[config.mk]
export PLATFORM = sky130hd
export DESIGN_NAME = mch_monitor
export DESIGN_NICKNAME = d
export VERILOG_FILES = /design/src/mch_pkg.sv /design/src/mch_framer.sv /design/src/mch_monitor.sv /design/src/mch_sync.sv
export SDC_FILE = /design/constraint.sdc
export NUM_CORES = 1
export LEC_CHECK = 0
export BUFFER_PORTS_ARGS = -buffer_cell sky130_fd_sc_hd__clkbuf_2
export CAP_MARGIN = 30
export CORE_ASPECT_RATIO = 0.7
export CORE_UTILIZATION = 45
export CTS_BUF_LIST = sky130_fd_sc_hd__clkbuf_16
export CTS_CLUSTER_DIAMETER = 40
export CTS_CLUSTER_SIZE = 14
export DETAILED_ROUTE_END_ITERATION = 8
export PLACE_DENSITY = 0.59
export SLEW_MARGIN = 20
export SYNTH_ARGS = -nofsm -noshare
export SYNTH_HDL_FRONTEND = slang
export SYNTH_HIERARCHICAL = 1
export SYNTH_SLANG_ARGS = --single-unit
export TNS_END_PERCENT = 30
[constraint.sdc]
create_clock -name clock -period 2.8 [get_ports clock]
set_clock_uncertainty 0.2 [all_clocks]
set_input_delay 0.28 -clock clock [delete_from_list [all_inputs] [get_ports clock]]
set_output_delay 0.28 -clock clock [all_outputs]
set_load 0.02 [all_outputs]
[src/mch_pkg.sv]
/*
 Constants, state codes and frame slot layout for the monitor channel handshake block.
 Assumes one 100 MHz system clock and a frame-synchronous serial bus whose frame sync
 and bit clock arrive as pins.
*/
// Contract
// - Transmit enable drives transmit handshake active low
// - First valid byte stored, received flag raised
// - Receive enable lets bytes be stored, acknowledged
// - Each acknowledge raises the data acknowledge flag
// - New byte or acknowledge: one inactive frame
// - Later acknowledge only after receive data read
// - Transmit enable cleared forces two inactive frames
// - Two inactive transmit handshakes end reception
// - Receive enable cleared ends the active transmission
// - Two inactive receive handshakes mean abort request
// - Both handshakes inactive twice means idle or end
// - Transmitter may stall resending with handshake active
// - Receiver accepts only two identical successive bytes
// - Transmitter checks data and handshake for collision
// - Current byte resent every frame until acknowledged
// - Transmitter and receiver run independently, concurrently
// - Differing successive bytes do not abort reception
// - Transmit aborts: handshake error, collision, timeout
// - Receive aborts: handshake error or far abort
// - Master mode: software controls both handshakes
// - Slave mode: device controls handshakes itself
// - Timeout expiry ends message with two inactive frames
// - Pending byte sent once per frame until acknowledged
package mch_pkg;
    localparam int           CNT_W       = 8;
    localparam logic [7:0]   MON_BIT0    = 8'h10;
    localparam logic [7:0]   MON_LEN     = 8'h08;
    localparam logic [7:0]   MR_POS      = 8'h1E;
    localparam logic [7:0]   MX_POS      = 8'h1F;
    localparam logic [7:0]   CNT_MAX     = 8'hFF;
    localparam logic [7:0]   BYTE_RST    = 8'hFF;
    localparam logic         HS_INACT    = 1'b1;
    localparam logic [3:0]   SYNC_RST    = 4'hF;
    localparam logic [1:0]   EOM_FRAMES  = 2'h2;
    localparam int           CLK_MHZ     = 100;
    localparam int           TOUT_US     = 5000;
    localparam int           TOUT_CYCLES = TOUT_US * CLK_MHZ;
    localparam int           TMR_W       = 20;

    typedef enum logic [2:0] {
        TX_IDLE = 3'b000,
        TX_SEND = 3'b001,
        TX_WAIT = 3'b010,
        TX_GAP  = 3'b011,
        TX_EOM  = 3'b100,
        TX_DONE = 3'b101
    } mch_tx_state_t;

    typedef enum logic [2:0] {
        RX_IDLE  = 3'b000,
        RX_FIRST = 3'b001,
        RX_HOLD  = 3'b010,
        RX_READ  = 3'b011,
        RX_ACK   = 3'b100,
        RX_END   = 3'b101,
        RX_ABT   = 3'b110
    } mch_rx_state_t;
endpackage : mch_pkg

[src/mch_framer.sv]
/*
 Frame slot engine: finds frame start and bit clock edges, shifts the monitor byte
 and both handshake bits in and out once per frame, and checks for collisions.
 Assumes synchronised pins; transmit line is open drain, driven only when low.
*/
`timescale 1ns/1ps
`default_nettype none
module mch_framer (
    input  wire logic       clock,
    input  wire logic       rst_n,
    input  wire logic       fsc_s,
    input  wire logic       dcl_s,
    input  wire logic       rxl_s,
    input  wire logic       txl_s,
    input  wire logic [7:0] tx_byte,
    input  wire logic       tx_mx,
    input  wire logic       tx_mr,
    input  wire logic       tx_drv,
    output logic            txl_oe,
    output logic            frame_tick,
    output logic      [7:0] rx_byte,
    output logic            rx_mx,
    output logic            rx_mr,
    output logic            col
);
    import mch_pkg::*;
    logic             fsc_q, dcl_q, tick_q, load_q, col_q, drv_q, mx_q, mr_q, rmx_q, rmr_q;
    logic [CNT_W-1:0] cnt_q;
    logic [7:0]       byte_q, rsh_q;

    wire       frame_start = fsc_s & ~fsc_q;
    wire       dcl_rise    = dcl_s & ~dcl_q;
    wire       dcl_fall    = ~dcl_s & dcl_q;
    wire       in_mon      = (cnt_q >= MON_BIT0) && (cnt_q < MON_BIT0 + MON_LEN);
    wire [2:0] mon_idx     = 3'(MON_BIT0 + MON_LEN - 8'h01 - cnt_q);
    wire       drv_bit     = in_mon ? (byte_q[mon_idx] | ~drv_q) :
                             (cnt_q == MR_POS) ? mr_q :
                             (cnt_q == MX_POS) ? mx_q : 1'b1;
    wire       chk         = (in_mon & drv_q) | (cnt_q == MX_POS);

    assign frame_tick = tick_q;

    always_ff @(posedge clock) begin
        if (!rst_n) begin
            fsc_q  <= 1'b1;
            dcl_q  <= 1'b1;
            tick_q <= 1'b0;
            load_q <= 1'b0;
            txl_oe <= 1'b0;
        end else begin
            fsc_q  <= fsc_s;
            dcl_q  <= dcl_s;
            tick_q <= frame_start;
            load_q <= tick_q;
            if (dcl_rise) begin
                txl_oe <= ~drv_bit;
            end
        end
    end

    // Bit counter, receive shift and per-bit collision check
    always_ff @(posedge clock) begin
        if (!rst_n) begin
            cnt_q <= CNT_MAX;
            rsh_q <= BYTE_RST;
            rmx_q <= HS_INACT;
            rmr_q <= HS_INACT;
            col_q <= 1'b0;
        end else if (frame_start) begin
            cnt_q <= '0;
            col_q <= 1'b0;
        end else if (dcl_fall) begin
            if (cnt_q != CNT_MAX) cnt_q <= cnt_q + 8'h01;
            if (in_mon) rsh_q <= {rsh_q[6:0], rxl_s};
            if (cnt_q == MR_POS) rmr_q <= rxl_s;
            if (cnt_q == MX_POS) rmx_q <= rxl_s;
            if (chk & drv_bit & ~txl_s) col_q <= 1'b1;
        end
    end

    // Frame boundary: hand over last frame, load next frame's values
    always_ff @(posedge clock) begin
        if (!rst_n) begin
            rx_byte <= BYTE_RST;
            rx_mx   <= HS_INACT;
            rx_mr   <= HS_INACT;
            col     <= 1'b0;
            byte_q  <= BYTE_RST;
            mx_q    <= HS_INACT;
            mr_q    <= HS_INACT;
            drv_q   <= 1'b0;
        end else begin
            if (frame_start) begin
                rx_byte <= rsh_q;
                rx_mx   <= rmx_q;
                rx_mr   <= rmr_q;
                col     <= col_q;
            end
            if (load_q) begin
                byte_q <= tx_byte;
                mx_q   <= tx_mx;
                mr_q   <= tx_mr;
                drv_q  <= tx_drv;
            end
        end
    end
endmodule : mch_framer
`default_nettype wire

[src/mch_monitor.sv]
/*
 Monitor channel handshake controller: transmitter and receiver state machines,
 double last-look, end-of-message, abort and timeout handling.
 Assumes software pulses and levels on clock; bus pins come in asynchronously.
*/
`timescale 1ns/1ps
`default_nettype none
module mch_monitor #(
    parameter int unsigned TOUT_CYCLES = mch_pkg::TOUT_CYCLES
) (
    input  wire logic       clock,
    input  wire logic       rst_n,
    input  wire logic       fsc,
    input  wire logic       dcl,
    input  wire logic       rx_line,
    input  wire logic       tx_line_i,
    output logic            tx_line_o,
    output logic            tx_line_oe,
    input  wire logic       slave_mode,
    input  wire logic       timeout_enable,
    input  wire logic       tx_ctrl_bit,
    input  wire logic       tx_data_wr,
    input  wire logic [7:0] tx_data_in,
    input  wire logic       rx_ctrl_bit,
    input  wire logic       rx_data_rd,
    output logic      [7:0] rx_data_reg,
    output logic            tx_active_flag,
    output logic            data_received_flag,
    output logic            data_ack_flag,
    output logic            abort_flag,
    output logic            end_of_reception_flag
);
    import mch_pkg::*;
    localparam logic [TMR_W-1:0] TOUT_LIM = TMR_W'(TOUT_CYCLES);

    logic [3:0]       sync_w;
    logic             tick, rx_mx, rx_mr, col, tx_drv;
    logic [7:0]       rx_byte;
    mch_tx_state_t    tx_state_q, tx_state_d;
    mch_rx_state_t    rx_state_q, rx_state_d;
    logic             first_q, mr_hi_q, pend_q, mr_p_q, mx_p_q, gap_q, rd_q;
    logic             tx_handshake_q, rx_handshake_q;
    logic [1:0]       eom_cnt_q;
    logic [TMR_W-1:0] tmr_q;
    logic [7:0]       tx_data_reg_q, byte_p_q;

    mch_sync u_sync (
        .clock    (clock),
        .rst_n    (rst_n),
        .async_in ({fsc, dcl, rx_line, tx_line_i}),
        .sync_out (sync_w)
    );

    mch_framer u_framer (
        .clock      (clock),
        .rst_n      (rst_n),
        .fsc_s      (sync_w[3]),
        .dcl_s      (sync_w[2]),
        .rxl_s      (sync_w[1]),
        .txl_s      (sync_w[0]),
        .tx_byte    (tx_data_reg_q),
        .tx_mx      (tx_handshake_q),
        .tx_mr      (rx_handshake_q),
        .tx_drv     (tx_drv),
        .txl_oe     (tx_line_oe),
        .frame_tick (tick),
        .rx_byte    (rx_byte),
        .rx_mx      (rx_mx),
        .rx_mr      (rx_mr),
        .col        (col)
    );

    assign tx_line_o = 1'b0;

    // Transmit side decode
    assign tx_drv = (tx_state_q == TX_SEND) || (tx_state_q == TX_WAIT) || (tx_state_q == TX_GAP);
    wire tx_hold  = (tx_state_q == TX_SEND) || (tx_state_q == TX_WAIT);
    wire mr_in2   = rx_mr & mr_p_q;
    wire tout     = timeout_enable && (tx_state_q == TX_SEND) && (tmr_q == TOUT_LIM);
    wire tx_ack   = tick && (tx_state_q == TX_SEND) && !rx_mr && (first_q || mr_hi_q);
    wire tx_col   = tick && tx_drv && col;
    wire tx_mrerr = tick && !first_q && tx_hold && mr_in2;
    wire tx_abort = tx_col || tx_mrerr || tout;

    always_comb begin
        tx_state_d = tx_state_q;
        if (tx_abort) begin
            tx_state_d = TX_EOM;
        end else if (tick) begin
            case (tx_state_q)
                TX_IDLE: if (tx_ctrl_bit) tx_state_d = TX_SEND;
                TX_SEND: begin
                    if (!tx_ctrl_bit) tx_state_d = TX_EOM;
                    else if (tx_ack) tx_state_d = TX_WAIT;
                end
                TX_WAIT: begin
                    if (!tx_ctrl_bit) tx_state_d = TX_EOM;
                    else if (pend_q) tx_state_d = TX_GAP;
                end
                TX_GAP:  tx_state_d = TX_SEND;
                TX_EOM:  if (eom_cnt_q == EOM_FRAMES - 2'h1) tx_state_d = TX_DONE;
                TX_DONE: if (mr_in2) tx_state_d = TX_IDLE;
                default: tx_state_d = TX_IDLE;
            endcase
        end
    end

    always_ff @(posedge clock) begin
        if (!rst_n) begin
            tx_state_q     <= TX_IDLE;
            tx_handshake_q <= HS_INACT;
            tx_active_flag <= 1'b0;
            data_ack_flag  <= 1'b0;
            abort_flag     <= 1'b0;
        end else begin
            tx_state_q     <= tx_state_d;
            tx_handshake_q <= !((tx_state_d == TX_SEND) || (tx_state_d == TX_WAIT));
            tx_active_flag <= tx_state_d != TX_IDLE;
            data_ack_flag  <= tx_ack && !tx_abort;
            abort_flag     <= tx_abort;
        end
    end

    // Transmit bookkeeping: data, pending write, acknowledge gap, timers
    always_ff @(posedge clock) begin
        if (!rst_n) begin
            tx_data_reg_q <= BYTE_RST;
            pend_q        <= 1'b0;
            first_q       <= 1'b1;
            mr_hi_q       <= 1'b0;
            mr_p_q        <= HS_INACT;
            eom_cnt_q     <= 2'h0;
            tmr_q         <= '0;
        end else begin
            if (tx_data_wr) tx_data_reg_q <= tx_data_in;
            pend_q    <= tx_data_wr || (pend_q && (tx_state_q != TX_IDLE) && (tx_state_d != TX_GAP));
            first_q   <= (tx_state_q == TX_IDLE) || (first_q && !tx_ack);
            mr_hi_q   <= (tx_state_q == TX_SEND) && (mr_hi_q || (tick && rx_mr));
            if (tick) mr_p_q <= rx_mr;
            if (tx_state_q != TX_EOM) eom_cnt_q <= 2'h0;
            else if (tick) eom_cnt_q <= eom_cnt_q + 2'h1;
            tmr_q <= (timeout_enable && (tx_state_q == TX_SEND) && !tout) ? tmr_q + TMR_W'(1) : '0;
        end
    end

    // Receive side decode
    wire rx_en    = slave_mode | rx_ctrl_bit;
    wire dll_ok   = !rx_mx && !mx_p_q && (rx_byte == byte_p_q);
    wire mx_in2   = rx_mx & mx_p_q;
    wire rx_busy  = (rx_state_q == RX_HOLD) || (rx_state_q == RX_READ) || (rx_state_q == RX_ACK);
    wire rx_store = tick && dll_ok && gap_q && ((rx_state_q == RX_IDLE) || (rx_state_q == RX_HOLD));
    wire rx_err   = tick && mx_p_q && !rx_mx &&
                    ((rx_state_q == RX_READ) || (rx_state_q == RX_ACK));
    wire rx_eom   = tick && mx_in2 && (rx_busy || (rx_state_q == RX_FIRST));

    always_comb begin
        rx_state_d = rx_state_q;
        if (rx_err) begin
            rx_state_d = RX_ABT;
        end else if (tick) begin
            case (rx_state_q)
                RX_IDLE:  if (rx_store) rx_state_d = RX_FIRST;
                RX_FIRST: begin
                    if (rx_eom) rx_state_d = RX_END;
                    else if (rx_en) rx_state_d = RX_HOLD;
                end
                RX_HOLD, RX_READ, RX_ACK: begin
                    if (!rx_en) rx_state_d = RX_ABT;
                    else if (rx_eom) rx_state_d = RX_END;
                    else if (rx_state_q == RX_ACK) rx_state_d = RX_HOLD;
                    else if (rx_state_q == RX_HOLD && rx_store) rx_state_d = RX_READ;
                    else if (rx_state_q == RX_READ && rd_q) rx_state_d = RX_ACK;
                end
                RX_END:   if (!rx_ctrl_bit || slave_mode) rx_state_d = RX_IDLE;
                RX_ABT:   if (mx_in2) rx_state_d = RX_IDLE;
                default:  rx_state_d = RX_IDLE;
            endcase
        end
    end

    always_ff @(posedge clock) begin
        if (!rst_n) begin
            rx_state_q            <= RX_IDLE;
            rx_handshake_q        <= HS_INACT;
            rx_data_reg           <= BYTE_RST;
            data_received_flag    <= 1'b0;
            end_of_reception_flag <= 1'b0;
        end else begin
            rx_state_q            <= rx_state_d;
            rx_handshake_q        <= !((rx_state_d == RX_HOLD) || (rx_state_d == RX_READ) ||
                                       (rx_state_d == RX_END));
            if (rx_store) rx_data_reg <= rx_byte;
            data_received_flag    <= rx_store;
            end_of_reception_flag <= rx_eom || rx_err;
        end
    end

    // Receive bookkeeping: previous frame, announce gap, pending read
    always_ff @(posedge clock) begin
        if (!rst_n) begin
            mx_p_q   <= HS_INACT;
            byte_p_q <= BYTE_RST;
            gap_q    <= 1'b0;
            rd_q     <= 1'b0;
        end else begin
            if (tick) mx_p_q <= rx_mx;
            if (tick) byte_p_q <= rx_byte;
            gap_q <= (tick && rx_mx) || (gap_q && !rx_store);
            rd_q  <= rx_data_rd || (rd_q && !rx_store && !(tick && rx_state_q == RX_READ));
        end
    end

    property p_start_active;
        @(posedge clock) disable iff (!rst_n)
        (tick && tx_state_q == TX_IDLE && tx_ctrl_bit && !tx_abort) |=> !tx_handshake_q;
    endproperty
    a_start_active: assert property (p_start_active) else $error("tx handshake not active");

    property p_store;
        @(posedge clock) disable iff (!rst_n)
        rx_store |=> data_received_flag && (rx_data_reg == $past(rx_byte));
    endproperty
    a_store: assert property (p_store) else $error("received byte not stored");

    property p_ack;
        @(posedge clock) disable iff (!rst_n)
        (tx_ack && !tx_abort) |=> data_ack_flag && tx_state_q == TX_WAIT;
    endproperty
    a_ack: assert property (p_ack) else $error("acknowledge not flagged");

    property p_gap_one;
        @(posedge clock) disable iff (!rst_n)
        (tick && tx_state_q == TX_GAP && !tx_abort) |=> tx_state_q == TX_SEND && !tx_handshake_q;
    endproperty
    a_gap_one: assert property (p_gap_one) else $error("announce gap longer than a frame");

    property p_read_first;
        @(posedge clock) disable iff (!rst_n)
        (rx_state_q == RX_READ && !rd_q && !rx_data_rd) |=> rx_state_q != RX_ACK;
    endproperty
    a_read_first: assert property (p_read_first) else $error("ack before data read");

    property p_eom;
        @(posedge clock) disable iff (!rst_n)
        $rose(tx_state_q == TX_EOM) |-> tx_handshake_q [*2] ##0 tx_active_flag;
    endproperty
    a_eom: assert property (p_eom) else $error("end of message not inactive");

    property p_eor;
        @(posedge clock) disable iff (!rst_n)
        (tick && mx_in2 && rx_state_q == RX_HOLD) |=> end_of_reception_flag ##1 !end_of_reception_flag;
    endproperty
    a_eor: assert property (p_eor) else $error("end of reception missing");

    property p_inactive_end;
        @(posedge clock) disable iff (!rst_n)
        $fell(tx_active_flag) |-> $past(tx_state_q) == TX_DONE && rx_mr && mr_p_q;
    endproperty
    a_inactive_end: assert property (p_inactive_end) else $error("active cleared early");

    property p_col_abort;
        @(posedge clock) disable iff (!rst_n)
        tx_col |=> abort_flag && tx_state_q == TX_EOM;
    endproperty
    a_col_abort: assert property (p_col_abort) else $error("collision did not abort");

    property p_tout;
        @(posedge clock) disable iff (!rst_n)
        tout |=> tx_state_q == TX_EOM ##1 tmr_q == '0;
    endproperty
    a_tout: assert property (p_tout) else $error("timeout did not end message");
endmodule : mch_monitor
`default_nettype wire

[src/mch_sync.sv]
/*
 Two-flop synchroniser for the four pin inputs of the monitor channel block.
 Assumes the pins are asynchronous to clock; only the second stage is read.
*/
`timescale 1ns/1ps
`default_nettype none
module mch_sync (
    input  wire logic       clock,
    input  wire logic       rst_n,
    input  wire logic [3:0] async_in,
    output logic      [3:0] sync_out
);
    import mch_pkg::*;
    logic [3:0] meta_q;

    always_ff @(posedge clock) begin
        if (!rst_n) begin
            meta_q   <= SYNC_RST;
            sync_out <= SYNC_RST;
        end else begin
            meta_q   <= async_in;
            sync_out <= meta_q;
        end
    end
endmodule : mch_sync
`default_nettype wire
# [Word level (Yosys, flattened, before mapping)]
# Index checks and enable logic that the tools add are counted.
# W data, S select, Z words.
[totals] ff_bits=120
[op_classes] n_addsub=4 reduce_logical=82 eq_ne=24 n_lt_le_gt_ge=3 bitwise_logic=19 mux=31
[op_table] cell="$mux W3" n=21
[op_table] cell="$logic_and A1 B1 Y1" n=35
[op_table] cell="$mux W8" n=3
[op_table] cell="$eq A3 B2 Y1 const B" n=7
[op_table] cell="$add A20 B1 Y20 const B" n=1
[op_table] cell="$eq A20 B19 Y1 const B" n=1
[op_table] cell="$logic_or A1 B1 Y1" n=20
[op_table] cell="$eq A3 B3 Y1 const B" n=6
[op_table] cell="$pmux W3 S6" n=1
[op_table] cell="$eq A8 B5 Y1 const B" n=2
[op_table] cell="$pmux W3 S5" n=1
[op_table] cell="$logic_not A1 Y1" n=12
[op_table] cell="$eq A3 B1 Y1 const B" n=3
[op_table] cell="$reduce_and A3 Y1" n=3
[op_table] cell="$add A8 B1 Y8 const B" n=1
[op_table] cell="$and A1 B1 Y1" n=8
[op_table] cell="$eq A8 B8 Y1" n=1
[op_table] cell="$ge A8 B5 Y1 const B" n=1
[op_table] cell="$lt A8 B5 Y1 const B" n=1
[op_table] cell="$ne A8 B8 Y1 const B" n=1
[op_table] cell="$not A1 Y1" n=8
[op_table] cell="$logic_not A3 Y1" n=2
[op_table] cell="$reduce_and A2 Y1" n=3
[op_table] cell="$reduce_bool A3 Y1" n=2
[op_table] cell="other kinds (12)" n=19

# [Longest topological paths before layout]
# Gate-level depths: netlist of the first run.
[depth] ltp_word=18 ltp_mapped=8 ltp_nobuf=8

# [By module]
# The synthesis of the first run kept the hierarchy.
[modules_own_cells] mod="mch_monitor" seq_area_each_um2=1321.3 area_each_um2=3036.7 n_inst=1 cells_each=341
[modules_own_cells] mod="mch_framer" seq_area_each_um2=920.9 area_each_um2=1889.3 n_inst=1 cells_each=199
[modules_own_cells] mod="mch_sync" seq_area_each_um2=160.2 area_each_um2=210.2 n_inst=1 cells_each=16

# [Worst setup path after synthesis of the first run]
# OpenSTA, ideal clock, no wires.
[synth_timing] path_kind="register -> register" startpoint="reg u_framer.cnt_q[6]" endpoint="reg u_framer.rsh_q[0]" required_time_ns=2.471 path_slack_ns=0.763 t_arrival_ns=1.707 setup_time_ns=0.129 path_buffers=1 synth_period_minus_slack_ns=2.037 stages_incl_launch_ff=6 cell_sequence="dfxtp_1 > or4b_1 > buf_2 > nor4_4 > mux2i_1 > nand2_1"
[synth_via] elab_chain_cells=3
[synth_lines] item="start: declaration" line_no="mch_framer.sv:28" source="logic [CNT_W-1:0] cnt_q;"
[synth_lines] item="start signal: assignment" line_no="mch_framer.sv:73" source="if (cnt_q != CNT_MAX) cnt_q <= cnt_q + 8'h01;"
[synth_lines] item="$ge A8 B5 Y1 or $lt A8 B5 Y1 (tied branches)" line_no="mch_framer.sv:34" source="wire in_mon = (cnt_q >= MON_BIT0) && (cnt_q < MON_BIT0 + MON_LEN);"
[synth_lines] item="$logic_and A1 B1 Y1 *" line_no="mch_framer.sv:34"
[synth_lines] item="$reduce_and A3 Y1 (no line) *"
[synth_lines] item="end signal: assignment" line_no="mch_framer.sv:74" source="if (in_mon) rsh_q <= {rsh_q[6:0], rxl_s};"
[synth_lines] item="end: declaration" line_no="mch_framer.sv:29" source="logic [7:0] byte_q, rsh_q;"
# Every way passes the cells marked *; elsewhere a longest branch is shown, timed or not.
# A chain may end at the register's enable or synchronous reset.

# [Worst setup path in the final report of the first run]
[layout_timing] startpoint="reg u_framer.cnt_q[1]" endpoint="reg u_framer.txl_oe"
[layout_via] elab_chain_cells=6
[layout_lines] item="$sub A3 B3 Y3" line_no="mch_framer.sv:35" source="wire [2:0] mon_idx = 3'(MON_BIT0 + MON_LEN - 8'h01 - cnt_q);"
[layout_lines] item="$bmux W1 S3" line_no="mch_framer.sv:36" source="wire drv_bit = in_mon ? (byte_q[mon_idx] | ~drv_q) :"
[layout_lines] item="$mux W1 (implied by the code)" line_no="mch_framer.sv:36"
[layout_lines] item="$or A1 B1 Y1" line_no="mch_framer.sv:36"
[layout_lines] item="$mux W1 *" line_no="mch_framer.sv:36"
[layout_lines] item="$not A1 Y1 *" line_no="mch_framer.sv:56" source="txl_oe <= ~drv_bit;"
[layout_lines] item="end signal: assignment" line_no="mch_framer.sv:56"
[layout_lines] item="end: declaration" line_no="mch_framer.sv:19" source="output logic txl_oe,"
# Every way passes the cells marked *; elsewhere a longest branch is shown, timed or not. The select of a mux whose other input is x is not followed.

==> impl_results.rst, run 1 <==
.. list-table::
   :header-rows: 1

   * - Metric
     - Value
   * - Final cell utilization of the core
     - 55.72%
   * - Cell area after synthesis
     - 0.005136 sq mm
   * - Gate power share
     - 4.3%
   * - Number of synthesized flops with an enable pin
     - 0
   * - CTS root buffer
     - clkbuf_16
   * - End of the worst register-to-register path
     - u_framer/txl_oe
   * - Arrival time worst endpoint
     - between 2 and 3 ns
   * - Via count of the first global-routing pass
     - 3691
   * - Number of detailed-routing iterations run before antenna repair
     - 4
   * - Number of nets with antenna violations after routing
     - 0
   * - Net switching component of the power
     - 904.2 uW
   * - Post-cts sizing count
     - 0
   * - Total Power Consumption
     - 4.205 mW
   * - Relative contribution of the clock network to total power
     - 53.5%
   * - Seq cells post-synth
     - 120
   * - Proportion of power drawn by flip-flops and latches
     - 42.3%
   * - Portion of the post-synthesis area used by sequential elements
     - a little under half
   * - Maximum vdd drop
     - 0.5272 mV
   * - Post-Syn Nets
     - 581
   * - Detailed Place HPWL
     - 6902 microns
   * - Post-synth cell types
     - 60
   * - Met1 Wirelength
     - 5574 microns
   * - Number of flip-flops under the largest register name
     - 20
   * - Worst Setup Slack, final
     - 0.4429 ns
   * - Path class of the lowest-slack min-delay path
     - primary input to register
   * - Tightest Pin Transition
     - 0.7712 ns
   * - Clock latency on the worst-skew pair
     - between 0.4 and 0.5 ns
   * - F_max
     - 424.2 MHz
   * - Number of violations reported at the end of detailed-routing iteration 0
     - 305
   * - Clock buffer depth
     - 2
   * - Mapped Cells
     - approximately 560
   * - Start point of the critical path
     - u_framer/cnt_q[1]
   * - Final setup violation count
     - 0
   * - Endpoint kind of the worst setup timing path
     - register
   * - Fraction of layout instances using a drive strength above 1
     - 13.07%
   * - Clock period minus worst slack
     - about 2.4 ns
   * - Mean area per synthesized cell
     - 9.238 sq um
   * - Worst Reg-to-Reg Cells
     - 4
   * - PortBufs
     - 33
   * - Met2 routed WL
     - 4228 microns
   * - Die Footprint
     - 0.01185 sq mm
   * - Final-report max-slew violation count
     - 0
   * - Worst R2R Start
     - u_framer/cnt_q[1]
   * - Diodes inserted
     - 0
   * - Filler instances
     - around 1000
   * - Cell Chain, Critical Path
     - mux4_2 -> nor2b_1 -> a2111oi_0 -> o221a_2
   * - Cell Int Power
     - 3.300 mW
   * - Number of cell rows
     - 32
   * - Largest net degree at the start of global routing
     - 72
   * - # Post-CTS Setup Buffers
     - 0
   * - Remaining design rule violation count
     - 0
   * - Number of buffers inserted by hold repair at cts
     - 13
   * - Capture point of the critical path
     - u_framer/txl_oe
   * - Share of total power consumed by net switching
     - a little over a fifth
   * - Die height
     - 91.39 microns
   * - Most instantiated flip-flop cell in the synthesis netlist
     - dfxtp_1
   * - Slowest cell delay on critical path
     - 0.62 ns
   * - Power density normalized to cell area
     - 682.9 mW/mm^2
   * - Critical Path Source Type
     - register
   * - Total gr overflow
     - 0
   * - Number of antenna violations at the first check in global routing
     - 0
   * - Final hold viol count
     - 0
   * - Via count
     - 3865
   * - Routed length on met3
     - between 400 and 500 microns
   * - Routed wire length
     - 10340 microns
   * - Minimum setup slack after placement
     - 0.4767 ns
   * - Initial core utilization
     - 46.48%
   * - IO Pins
     - 35
   * - Worst-path maximum fanout
     - 7
   * - Final nets
     - 624
   * - Top register by number of flip-flops
     - tmr_q
   * - Critical-path cell with the highest stage delay
     - a2111oi_0
   * - H-tree levels
     - 4
   * - Total GRT Usage
     - between 10% and 20%
   * - Unrepaired setup endpoints after global routing
     - false
   * - Leakage power
     - 2.401 nW
   * - Average via count per standard cell
     - approximately 5.1
   * - Library cell with the largest summed area after synthesis
     - dfxtp_1
   * - Final period utilization
     - 84.18%
   * - Chip Width
     - between 100 and 150 microns
   * - Global-route wire length before repair
     - 17910 microns
   * - Total clock buffers created by CTS
     - 17
   * - Setup TNS
     - 0 ns
   * - Final estimated routing congestion in global placement
     - 0.7900
   * - Data required time at the worst endpoint
     - around 3.0 ns
   * - FFs w/ async S/R, synth
     - 0%
   * - Wire length per cell
     - 13.52 microns
   * - Yosys warning total
     - 6
   * - Status
     - completed
   * - Relative max-transition margin
     - 48.43%
   * - Internal reg-to-reg setup slack
     - 0.44 ns
   * - Fraction of post-synthesis cell area in the top cell type by area
     - 46.77%
   * - Area Overhead vs Synth
     - 19.88%
   * - Uppermost routed layer
     - met4
   * - Core box area
     - 0.01105 sq mm
   * - Biggest area contributors in the synthesized netlist
     - dfxtp_1 47%, mux2i_1 9.5%, nand2_1 6.7%, xnor2_1 3.6%, nor2_1 3.1%
   * - Clock tree from TritonCTS
     - built
   * - Kind of critical path
     - register to register
   * - Clock edge transition at the registers on the reported setup and hold paths
     - 0.05 ns
   * - Clock sink count
     - 120
   * - Number of maximum-capacitance constraint violations
     - 0
-- power groups by stage --
stage	registers, mW	logic, mW	clock network (mW)
3_5_place_dp	1.81	0.165	0
6_report	1.78	0.180	2.25
5_1_grt	1.78	0.206	2.37
2_1_floorplan	1.80	0.130	0
4_1_cts	1.78	0.181	2.28
3_3_place_gp	1.81	0.163	0
-- worst max-delay path: cells and delay by family (launching register included) --
kind,cells,cell delay [ns]
DFF,1,0.48
and+or+nand+nor,1,0.15
muxes,1,0.56
AOI/OAI and AO/OA,2,0.92
-- metal layers --
layer	track usage [%]	up-vias
li1	-	1997
met1	27.78	1788
met2	27.41	68
met3	5.893	12
met4	7.364	0
met5	0	-
-- cell families after synthesis --
family          after synthesis  share of synthesized area [%]
compound gates               56                          7.918
xor+xnor                     33                          5.627
fa+ha+maj                     5                          1.218
buf+inv                      41                          3.410
flops                       120                          46.77
mux                          51                          10.43
other cells                   1                        0.07301
simple gates                249                          24.56
-- cell usage after synthesis, drive strengths merged (2+ instances only) --
| master | count |
|---|---|
| a2111oi | 3 |
| a211o | 2 |
| a211oi | 3 |
| a21boi | 2 |
| a21oi | 7 |
| a22oi | 2 |
| a31oi | 2 |
| a41oi | 3 |
| and2 | 6 |
| and3 | 13 |
| buf | 11 |
| clkbuf | 18 |
| dfxtp | 120 |
| ha | 5 |
| inv | 12 |
| mux2i | 49 |
| mux4 | 2 |
| nand2 | 91 |
| nand2b | 18 |
| nand3 | 27 |
| nand3b | 2 |
| nand4 | 8 |
| nand4b | 5 |
| nor2 | 43 |
| nor2b | 10 |
| nor3 | 5 |
| nor3b | 4 |
| nor4 | 4 |
| nor4b | 3 |
| o211a | 2 |
| o211ai | 3 |
| o21ai | 17 |
| o22ai | 2 |
| or3 | 2 |
| or4 | 2 |
| or4b | 2 |
| xnor2 | 21 |
| xor2 | 12 |
-- layout by cell type (no fill, tap or decap), types with 7 or more instances in the layout --
master	count
dfxtp_1	120
nand2_1	91
mux2i_1	49
nor2_1	43
clkbuf_2	33
nand3_1	27
xnor2_1	21
nand2b_1	18
clkbuf_16	17
o21ai_0	16
inv_1	15
and3_1	13
dlygate4sd3_1	13
xor2_1	12
nor2b_1	10
nand4_1	8
a21oi_1	7
buf_4	7
-- area by class of cell --
type	count	area [sq um]	area share (%)
Inverter	12	45.04	0.7316
Clock buffer	17	425.4	6.909
Clock inverter	15	186.4	3.028
Sequential cell	120	2402	39.02
Timing Repair Buffer	53	347.8	5.649
Tap cell	153	191.4	3.109
Multi-Input combinational cell	395	2559	41.56
-- how the worst min path moves through the flow --
stage,from,to,cells past startpoint
after floorplan,rst_n,u_sync/meta_q[0],1
after global placement,u_sync/meta_q[2],u_sync/sync_out[2],1
after detailed placement,u_sync/meta_q[1],u_sync/sync_out[1],1
after CTS,rst_n,mr_p_q,3
after global routing,rst_n,u_framer/mr_q,3
final,timeout_enable,abort_flag,3
-- metrics by stage --
step	cell area [sq um]	std cells	hold WS (ns)
after floorplan	5136	556	0.1530
after global placement	5415	720	0.1945
after detailed placement	5415	720	0.1924
after CTS	6157	765	0.1245
after global routing	6157	765	0.1372
final	6157	765	0.1257
(Power assumes the default switching activity.)
==> run 2: changes to the inputs <==
==> constraint.sdc (replaced) <==
create_clock -name clock -period 2.3 [get_ports clock]
set_clock_uncertainty 0.2 [all_clocks]
set_input_delay 0.23 -clock clock [delete_from_list [all_inputs] [get_ports clock]]
set_output_delay 0.23 -clock clock [all_outputs]
set_load 0.02 [all_outputs]
==> run 2 against run 1 <==
Net effect: fmax rose by 9.1%; final cell count rose by 1.3%; global-route usage rose by 0.31 points; sequential power rose by 21%; die area did not move; combinational power rose by 25%; sequential cell count did not move; critical path type unchanged; critical endpoint is now rx_data_reg[5].
==> impl_results.rst, run 2 (synthesis results as in run 1) <==
.. list-table::
   :header-rows: 1

   * - Metric
     - Value
   * - Kind of critical path
     - register to register
   * - Post-cts sizing count
     - 0 (unchanged)
   * - Number of maximum-capacitance constraint violations
     - 0 (unchanged)
   * - Final nets
     - 634 (+1.6%)
   * - Number of detailed-routing iterations run before antenna repair
     - 5 (+1)
   * - PortBufs
     - 33 (unchanged)
   * - Top register by number of flip-flops
     - tmr_q
   * - Top library cells by usage in the layout, fill and taps aside
     - 120 x dfxtp_1, 91 x nand2_1, 49 x mux2i_1, 43 x nor2_1, 33 x clkbuf_2
   * - Leakage power
     - 2.452 nW (+2.1%)
   * - Setup TNS
     - 0 ns (unchanged)
   * - Data required time at the worst endpoint
     - 2.39 ns (-0.56 ns)
   * - Critical Path Source Type
     - register
   * - Remaining design rule violation count
     - 0 (unchanged)
   * - Area of combinational cells with multiple inputs
     - 0.002559 sq mm (unchanged)
   * - Final period utilization
     - 93.95% (+9.8 points)
   * - CTS root buffer
     - clkbuf_16
   * - Final Hold Slack
     - 0.05351 ns (-0.07214 ns)
   * - Number of violations reported at the end of detailed-routing iteration 0
     - 315 (+3.3%)
   * - # Post-CTS Setup Buffers
     - 0 (unchanged)
   * - Worst-path maximum fanout
     - 10 (+3)
   * - Power density normalized to cell area
     - 834.3 mW/mm^2 (+22%)
   * - Final-report max-slew violation count
     - 0 (unchanged)
   * - H-tree levels
     - 4 (unchanged)
   * - Status
     - completed
   * - Cell Chain, Critical Path
     - or4b_4 -> nor4_4 -> buf_4 -> mux2i_1 -> nand2_1
   * - Number of buffers inserted by hold repair at cts
     - 13 (unchanged)
   * - Core box area
     - 0.01105 sq mm (unchanged)
   * - Wire length per cell
     - 13.64 microns (+0.92%)
   * - Number of flip-flops under the largest register name
     - 20 (unchanged)
   * - Clock sink count
     - 120 (unchanged)
   * - Critical path buffer and inverter count
     - 1 (+1)
   * - Number of antenna violations at the first check in global routing
     - 0 (unchanged)
   * - Via count of the first global-routing pass
     - 3881 (+5.1%)
   * - Area Overhead vs Synth
     - 22.00%
   * - Tightest Pin Transition
     - 0.6819 ns (-0.08927 ns)
   * - Filler instances
     - 1040 (+1.6%)
   * - Clock tree from TritonCTS
     - built
   * - Routed wire length
     - 10570 microns (+2.2%)
   * - Leading cell type in the layout, fill and taps excluded
     - dfxtp_1
   * - Number of cell rows
     - 32 (unchanged)
   * - Final hold viol count
     - 0 (unchanged)
   * - Area occupied by registers
     - 0.002402 sq mm (unchanged)
   * - Diodes inserted
     - 0 (unchanged)
   * - IO Pins
     - 35 (unchanged)
   * - Total gr overflow
     - 0 (unchanged)
   * - Chip Width
     - 129.7 microns (unchanged)
   * - F_max
     - 462.8 MHz (+9.1%)
   * - Fraction of layout instances using a drive strength above 1
     - 14.31% (+1.2 points)
   * - Clock period minus worst slack
     - 2.161 ns (-0.1962 ns)
   * - Total GRT Usage
     - 19.85% (+0.31 points)
   * - Clock latency on the worst-skew pair
     - 0.41 ns (about the same)
   * - Die height
     - 91.39 microns (unchanged)
   * - Slowest cell delay on critical path
     - 0.58 ns (-0.04 ns)
   * - Relative max-transition margin
     - 54.48% (+6.0 points)
   * - Detailed Place HPWL
     - 7096 microns (+2.8%)
   * - Number of nets with antenna violations after routing
     - 0 (unchanged)
   * - Global-route wire length before repair
     - 18460 microns (+3.1%)
   * - Average via count per standard cell
     - 5.097 (+0.88%)
   * - Arrival time worst endpoint
     - 2.25 ns (-0.26 ns)
   * - Endpoint kind of the worst setup timing path
     - register
   * - Total clock buffers created by CTS
     - 17 (unchanged)
   * - Final setup violation count
     - 0 (unchanged)
   * - Final estimated routing congestion in global placement
     - 0.8050 (+1.9%)
   * - Die Footprint
     - 0.01185 sq mm (unchanged)
   * - CP delay by family, top
     - simple AND/OR/NAND/NOR gates
   * - Maximum vdd drop
     - 0.6661 mV (+26%)
   * - Via count
     - 3950 (+2.2%)
   * - Initial core utilization
     - 46.48% (unchanged)
   * - Critical-path cell with the highest stage delay
     - or4b_4
   * - Path class of the lowest-slack min-delay path
     - primary input to register
   * - Largest net degree at the start of global routing
     - 81 (+13%)
   * - Total Power Consumption
     - 5.227 mW (+24%)
   * - Unrepaired setup endpoints after global routing
     - false
   * - Clock buffer depth
     - 2 (unchanged)
   * - Clock edge transition at the registers on the reported setup and hold paths
     - 0.06 ns (about the same)
==> run 2: cell types whose count changed in the layout (fill, tap and decap cells not counted), sizes merged <==
cell      previous run  this run
buf                  7        17
bufinv               4         5
inv                 16        15
clkinvlp             0         2
clkinv               7         5
==> run 2: final cells by class <==
| class | count | area share, % |
|---|---|---|
| clock inverters | 15 | 3.315 |
| inverters | 12 | 0.7188 |
| well taps | 153 | 3.055 |
| multi-input cells | 395 | 40.83 |
| repair buffers | 63 | 6.949 |
| clock buffers | 17 | 6.789 |
| flip-flops and latches | 120 | 38.34 |
==> run 2: final timing paths <==
path	slack (ns)	end	depth (start not counted)	from
min	0.05	mr_p_q	2	rst_n
max	0.14	rx_data_reg[5]	5	mx_p_q
max reg2reg	0.14	rx_data_reg[5]	5	mx_p_q
min reg2reg	0.21	u_sync/sync_out[2]	1	u_sync/meta_q[2]
==> run 2: layer usage <==
metal	wire length, microns	track usage [%]
met4	110	7.655
met1	5549	27.65
met3	446	5.009
met2	4466	29.19
met5	0	0
==> run 2: report_power, final <==
part           total, mW  switching (mW)  internal [mW]
registers           2.16          0.0426           2.12
clock network       2.84           0.935           1.90
logic              0.225           0.121          0.105
==> run 2: stage by stage <==
step	std cells	cell area [sq um]	setup WS, ns	util (%)
2_1_floorplan	556	5136	0.2631	-
3_3_place_gp	730	5503	0.2319	49.80
3_5_place_dp	730	5503	0.1573	49.80
4_1_cts	775	6266	0.1398	56.70
5_1_grt	775	6266	0.05643	56.70
6_report	775	6266	0.1391	56.70
==> run 2: worst reg2reg max path: stages (launching register included) <==
cell and delay [ns]:
dfxtp_1 0.39, or4b_4 0.58, nor4_4 0.33, buf_4 0.26
mux2i_1 0.22, nand2_1 0.07
==> run 3: changes to the inputs <==
--- a/config.mk
+++ b/config.mk
@@ -7,7 +7,7 @@
 export LEC_CHECK = 0
 export BUFFER_PORTS_ARGS = -buffer_cell sky130_fd_sc_hd__clkbuf_2
 export CAP_MARGIN = 30
-export CORE_ASPECT_RATIO = 0.7
+export CORE_ASPECT_RATIO = 1.2
 export CORE_UTILIZATION = 45
 export CTS_BUF_LIST = sky130_fd_sc_hd__clkbuf_16
 export CTS_CLUSTER_DIAMETER = 40
==> run 3 against run 2 <==
Net effect: worst hold slack lost 0.025 ns; power shrank 7.6%; clock power down 14%; utilization fell by 0.74 points; largest power group unchanged; via count fell by 0.23%; routed wire length shrank 3.8%; global-route usage shrank 1.5 points; combinational power about the same; largest cell class unchanged; sequential share of layout area is 0.38 points higher; critical path type unchanged.
==> impl_results.rst, run 3 (synthesis results as in run 1) <==
.. list-table::
   :header-rows: 1

   * - Metric
     - Value
   * - Number of violations reported at the end of detailed-routing iteration 0
     - 119 (-62%)
   * - Area of combinational cells with multiple inputs
     - 0.002579 sq mm (+0.78%)
   * - Total gr overflow
     - 0 (unchanged)
   * - Leading cell type in the layout, fill and taps excluded
     - dfxtp_1
   * - H-tree levels
     - 4 (unchanged)
   * - Clock period minus worst slack
     - 2.115 ns (-0.04547 ns)
   * - Critical-path cell with the highest stage delay
     - dfxtp_1
   * - Clock edge transition at the registers on the reported setup and hold paths
     - 0.06 ns (about the same)
   * - Number of cell rows
     - 42 (+31%)
   * - Top register by number of flip-flops
     - tmr_q
   * - Maximum vdd drop
     - 0.5091 mV (-24%)
   * - Number of non-filler instances in the completed layout
     - 775 (unchanged)
   * - Final cell utilization of the core
     - 55.96% (-0.74 points)
   * - Total GRT Usage
     - 18.35% (-1.5 points)
   * - Tightest Pin Transition
     - 0.6801 ns (-0.001770 ns)
   * - Setup TNS
     - 0 ns (unchanged)
   * - Initial core utilization
     - 46.32% (-0.16 points)
   * - Clock tree from TritonCTS
     - built
   * - Clock latency on the worst-skew pair
     - 0.40 ns (about the same)
   * - Via count
     - 3941 (-0.23%)
   * - Start point of the critical path
     - tmr_q[0]
   * - Status
     - completed
   * - Final hold viol count
     - 0 (unchanged)
   * - Path class of the lowest-slack min-delay path
     - primary input to register
   * - CP delay by family, top
     - simple AND/OR/NAND/NOR gates
   * - Leakage power
     - 2.400 nW (-2.1%)
   * - Die Footprint
     - 0.01185 sq mm (about the same)
   * - Internal reg-to-reg setup slack
     - 0.18 ns (+0.05 ns)
   * - Kind of critical path
     - register to register
   * - Final estimated routing congestion in global placement
     - 0.7958 (-1.1%)
   * - F_max
     - 472.7 MHz (+2.1%)
   * - Global-route wire length before repair
     - 17300 microns (-6.3%)
   * - Average via count per standard cell
     - 5.085 (-0.23%)
   * - Capture point of the critical path
     - pend_q
   * - Clock buffer depth
     - 2 (unchanged)
   * - Fraction of layout instances using a drive strength above 1
     - 14.98% (+0.67 points)
   * - Endpoint kind of the worst setup timing path
     - register
   * - Power density normalized to cell area
     - 778.2 mW/mm^2 (-6.7%)
   * - PortBufs
     - 33 (unchanged)
   * - Detailed Place HPWL
     - 6918 microns (-2.5%)
   * - Number of detailed-routing iterations run before antenna repair
     - 5 (unchanged)
   * - Top library cells by usage in the layout, fill and taps aside
     - 120 x dfxtp_1, 91 x nand2_1, 49 x mux2i_1, 43 x nor2_1, 33 x clkbuf_2
   * - End of the worst register-to-register path
     - pend_q
   * - Area occupied by registers
     - 0.002402 sq mm (unchanged)
   * - IO Pins
     - 35 (unchanged)
   * - Number of instances in the placed design
     - 730 (unchanged)
   * - Diodes inserted
     - 0 (unchanged)
   * - Number of nets with antenna violations after routing
     - 0 (unchanged)
   * - Cell Chain, Critical Path
     - inv_1 -> ha_1 -> nor3b_1 -> nand2_1 -> nor3_1 -> a41oi_2 -> and3_1 -> a41oi_1
   * - Die height
     - 119.0 microns (+30%)
   * - Arrival time worst endpoint
     - 2.24 ns (about the same)
   * - Final setup violation count
     - 0 (unchanged)
   * - Area Overhead vs Synth
     - 20.80%
   * - Critical path buffer and inverter count
     - 1 (unchanged)
   * - Unrepaired setup endpoints after global routing
     - false
   * - Critical Path Source Type
     - register
   * - Final-report max-slew violation count
     - 0 (unchanged)
   * - Number of flip-flops under the largest register name
     - 20 (unchanged)
   * - Number of maximum-capacitance constraint violations
     - 0 (unchanged)
   * - Worst Reg-to-Reg Cells
     - 8 (+3)
   * - Via count of the first global-routing pass
     - 3755 (-3.2%)
   * - Clock sink count
     - 120 (unchanged)
   * - Largest net degree at the start of global routing
     - 75 (-7.4%)
   * - Final nets
     - 633 (-0.16%)
   * - Remaining design rule violation count
     - 0 (unchanged)
   * - CTS root buffer
     - clkbuf_16
   * - Final period utilization
     - 91.98% (-2.0 points)
   * - Chip Width
     - 99.53 microns (-23%)
   * - Worst R2R Start
     - tmr_q[0]
   * - Number of logic stages on the critical path including buffering
     - 8 (+3)
   * - Relative max-transition margin
     - 54.60% (+0.12 points)
   * - Filler instances
     - 1016 (-2.3%)
   * - Data required time at the worst endpoint
     - 2.42 ns (+0.03 ns)
   * - Total clock buffers created by CTS
     - 17 (unchanged)
   * - Number of antenna violations at the first check in global routing
     - 0 (unchanged)
   * - Final Hold Slack
     - 0.02898 ns (-0.02453 ns)
   * - Wire length per cell
     - 13.12 microns (-3.8%)
   * - Core box area
     - 0.01109 sq mm (+0.34%)
   * - Routed wire length
     - 10170 microns (-3.8%)
   * - Worst-path maximum fanout
     - 5 (-5)
   * - Slowest cell delay on critical path
     - 0.34 ns (-0.24 ns)
run 3: stage by stage:
step / cell area [sq um] / worst slack, ns / power (mW)
2_1_floorplan: 5136 / 0.2631 / 2.347
3_3_place_gp: 5497 / 0.1495 / 2.408
3_5_place_dp: 5497 / 0.03223 / 2.412
4_1_cts: 6185 / 0.02533 / 4.881
5_1_grt: 6205 / 0.06347 / 5.008
6_report: 6205 / 0.1846 / 4.828
run 3: worst min-delay path by stage:
stage / cells past startpoint / slack, ns / end / start
CTS: 2 / 0.04 / mr_p_q / rst_n
floorplan: 1 / 0.10 / u_sync/meta_q[0] / rst_n
global placement: 1 / 0.20 / u_sync/sync_out[0] / u_sync/meta_q[0]
finish: 3 / 0.03 / abort_flag / timeout_enable
detailed placement: 1 / 0.20 / u_sync/sync_out[2] / u_sync/meta_q[2]
global route: 3 / 0.04 / abort_flag / timeout_enable
run 3: worst reg2reg max path, delay by kind of cell (launching register included):
family,cells,cell delay (ns)
and+or+nand+nor,4,0.85
adders and majority gates,1,0.13
AOI/OAI and AO/OA,2,0.45
buffers and inverters,1,0.07
DFF,1,0.34
run 3: timing repair:
action	CTS	global route
buffers inserted	0	0
resized for setup	0	5
hold buffers	13	0
hold endpoints to repair	13	0
endpoints found under the setup margin	0	5
run 3: where the power goes:
group          leakage, nW  switching [mW]  internal, mW  total [mW]
logic                 1.16           0.121         0.105       0.226
clock network        0.260           0.960          1.48        2.44
registers            0.975          0.0405          2.12        2.16
total                 2.40            1.12          3.71        4.83
run 3: per-layer routing:
metal  track usage (%)  vias up  part of all wire (%)
li1                  -     2027                     -
met1             22.85     1828                    47
met2             29.56       74                    49
met3             4.695       12                   2.9
met4             8.640        0                   1.4
met5                 0        -                     0
run 3: cell type report:
| cell class | count | share of cell area [%] |
|---|---|---|
| well taps | 154 | 3.105 |
| repair buffers | 62 | 6.897 |
| clock inverters | 15 | 2.138 |
| inverters | 12 | 0.7260 |
| multi-input cells | 395 | 41.56 |
| flip-flops and latches | 120 | 38.72 |
| clock buffers | 17 | 6.856 |
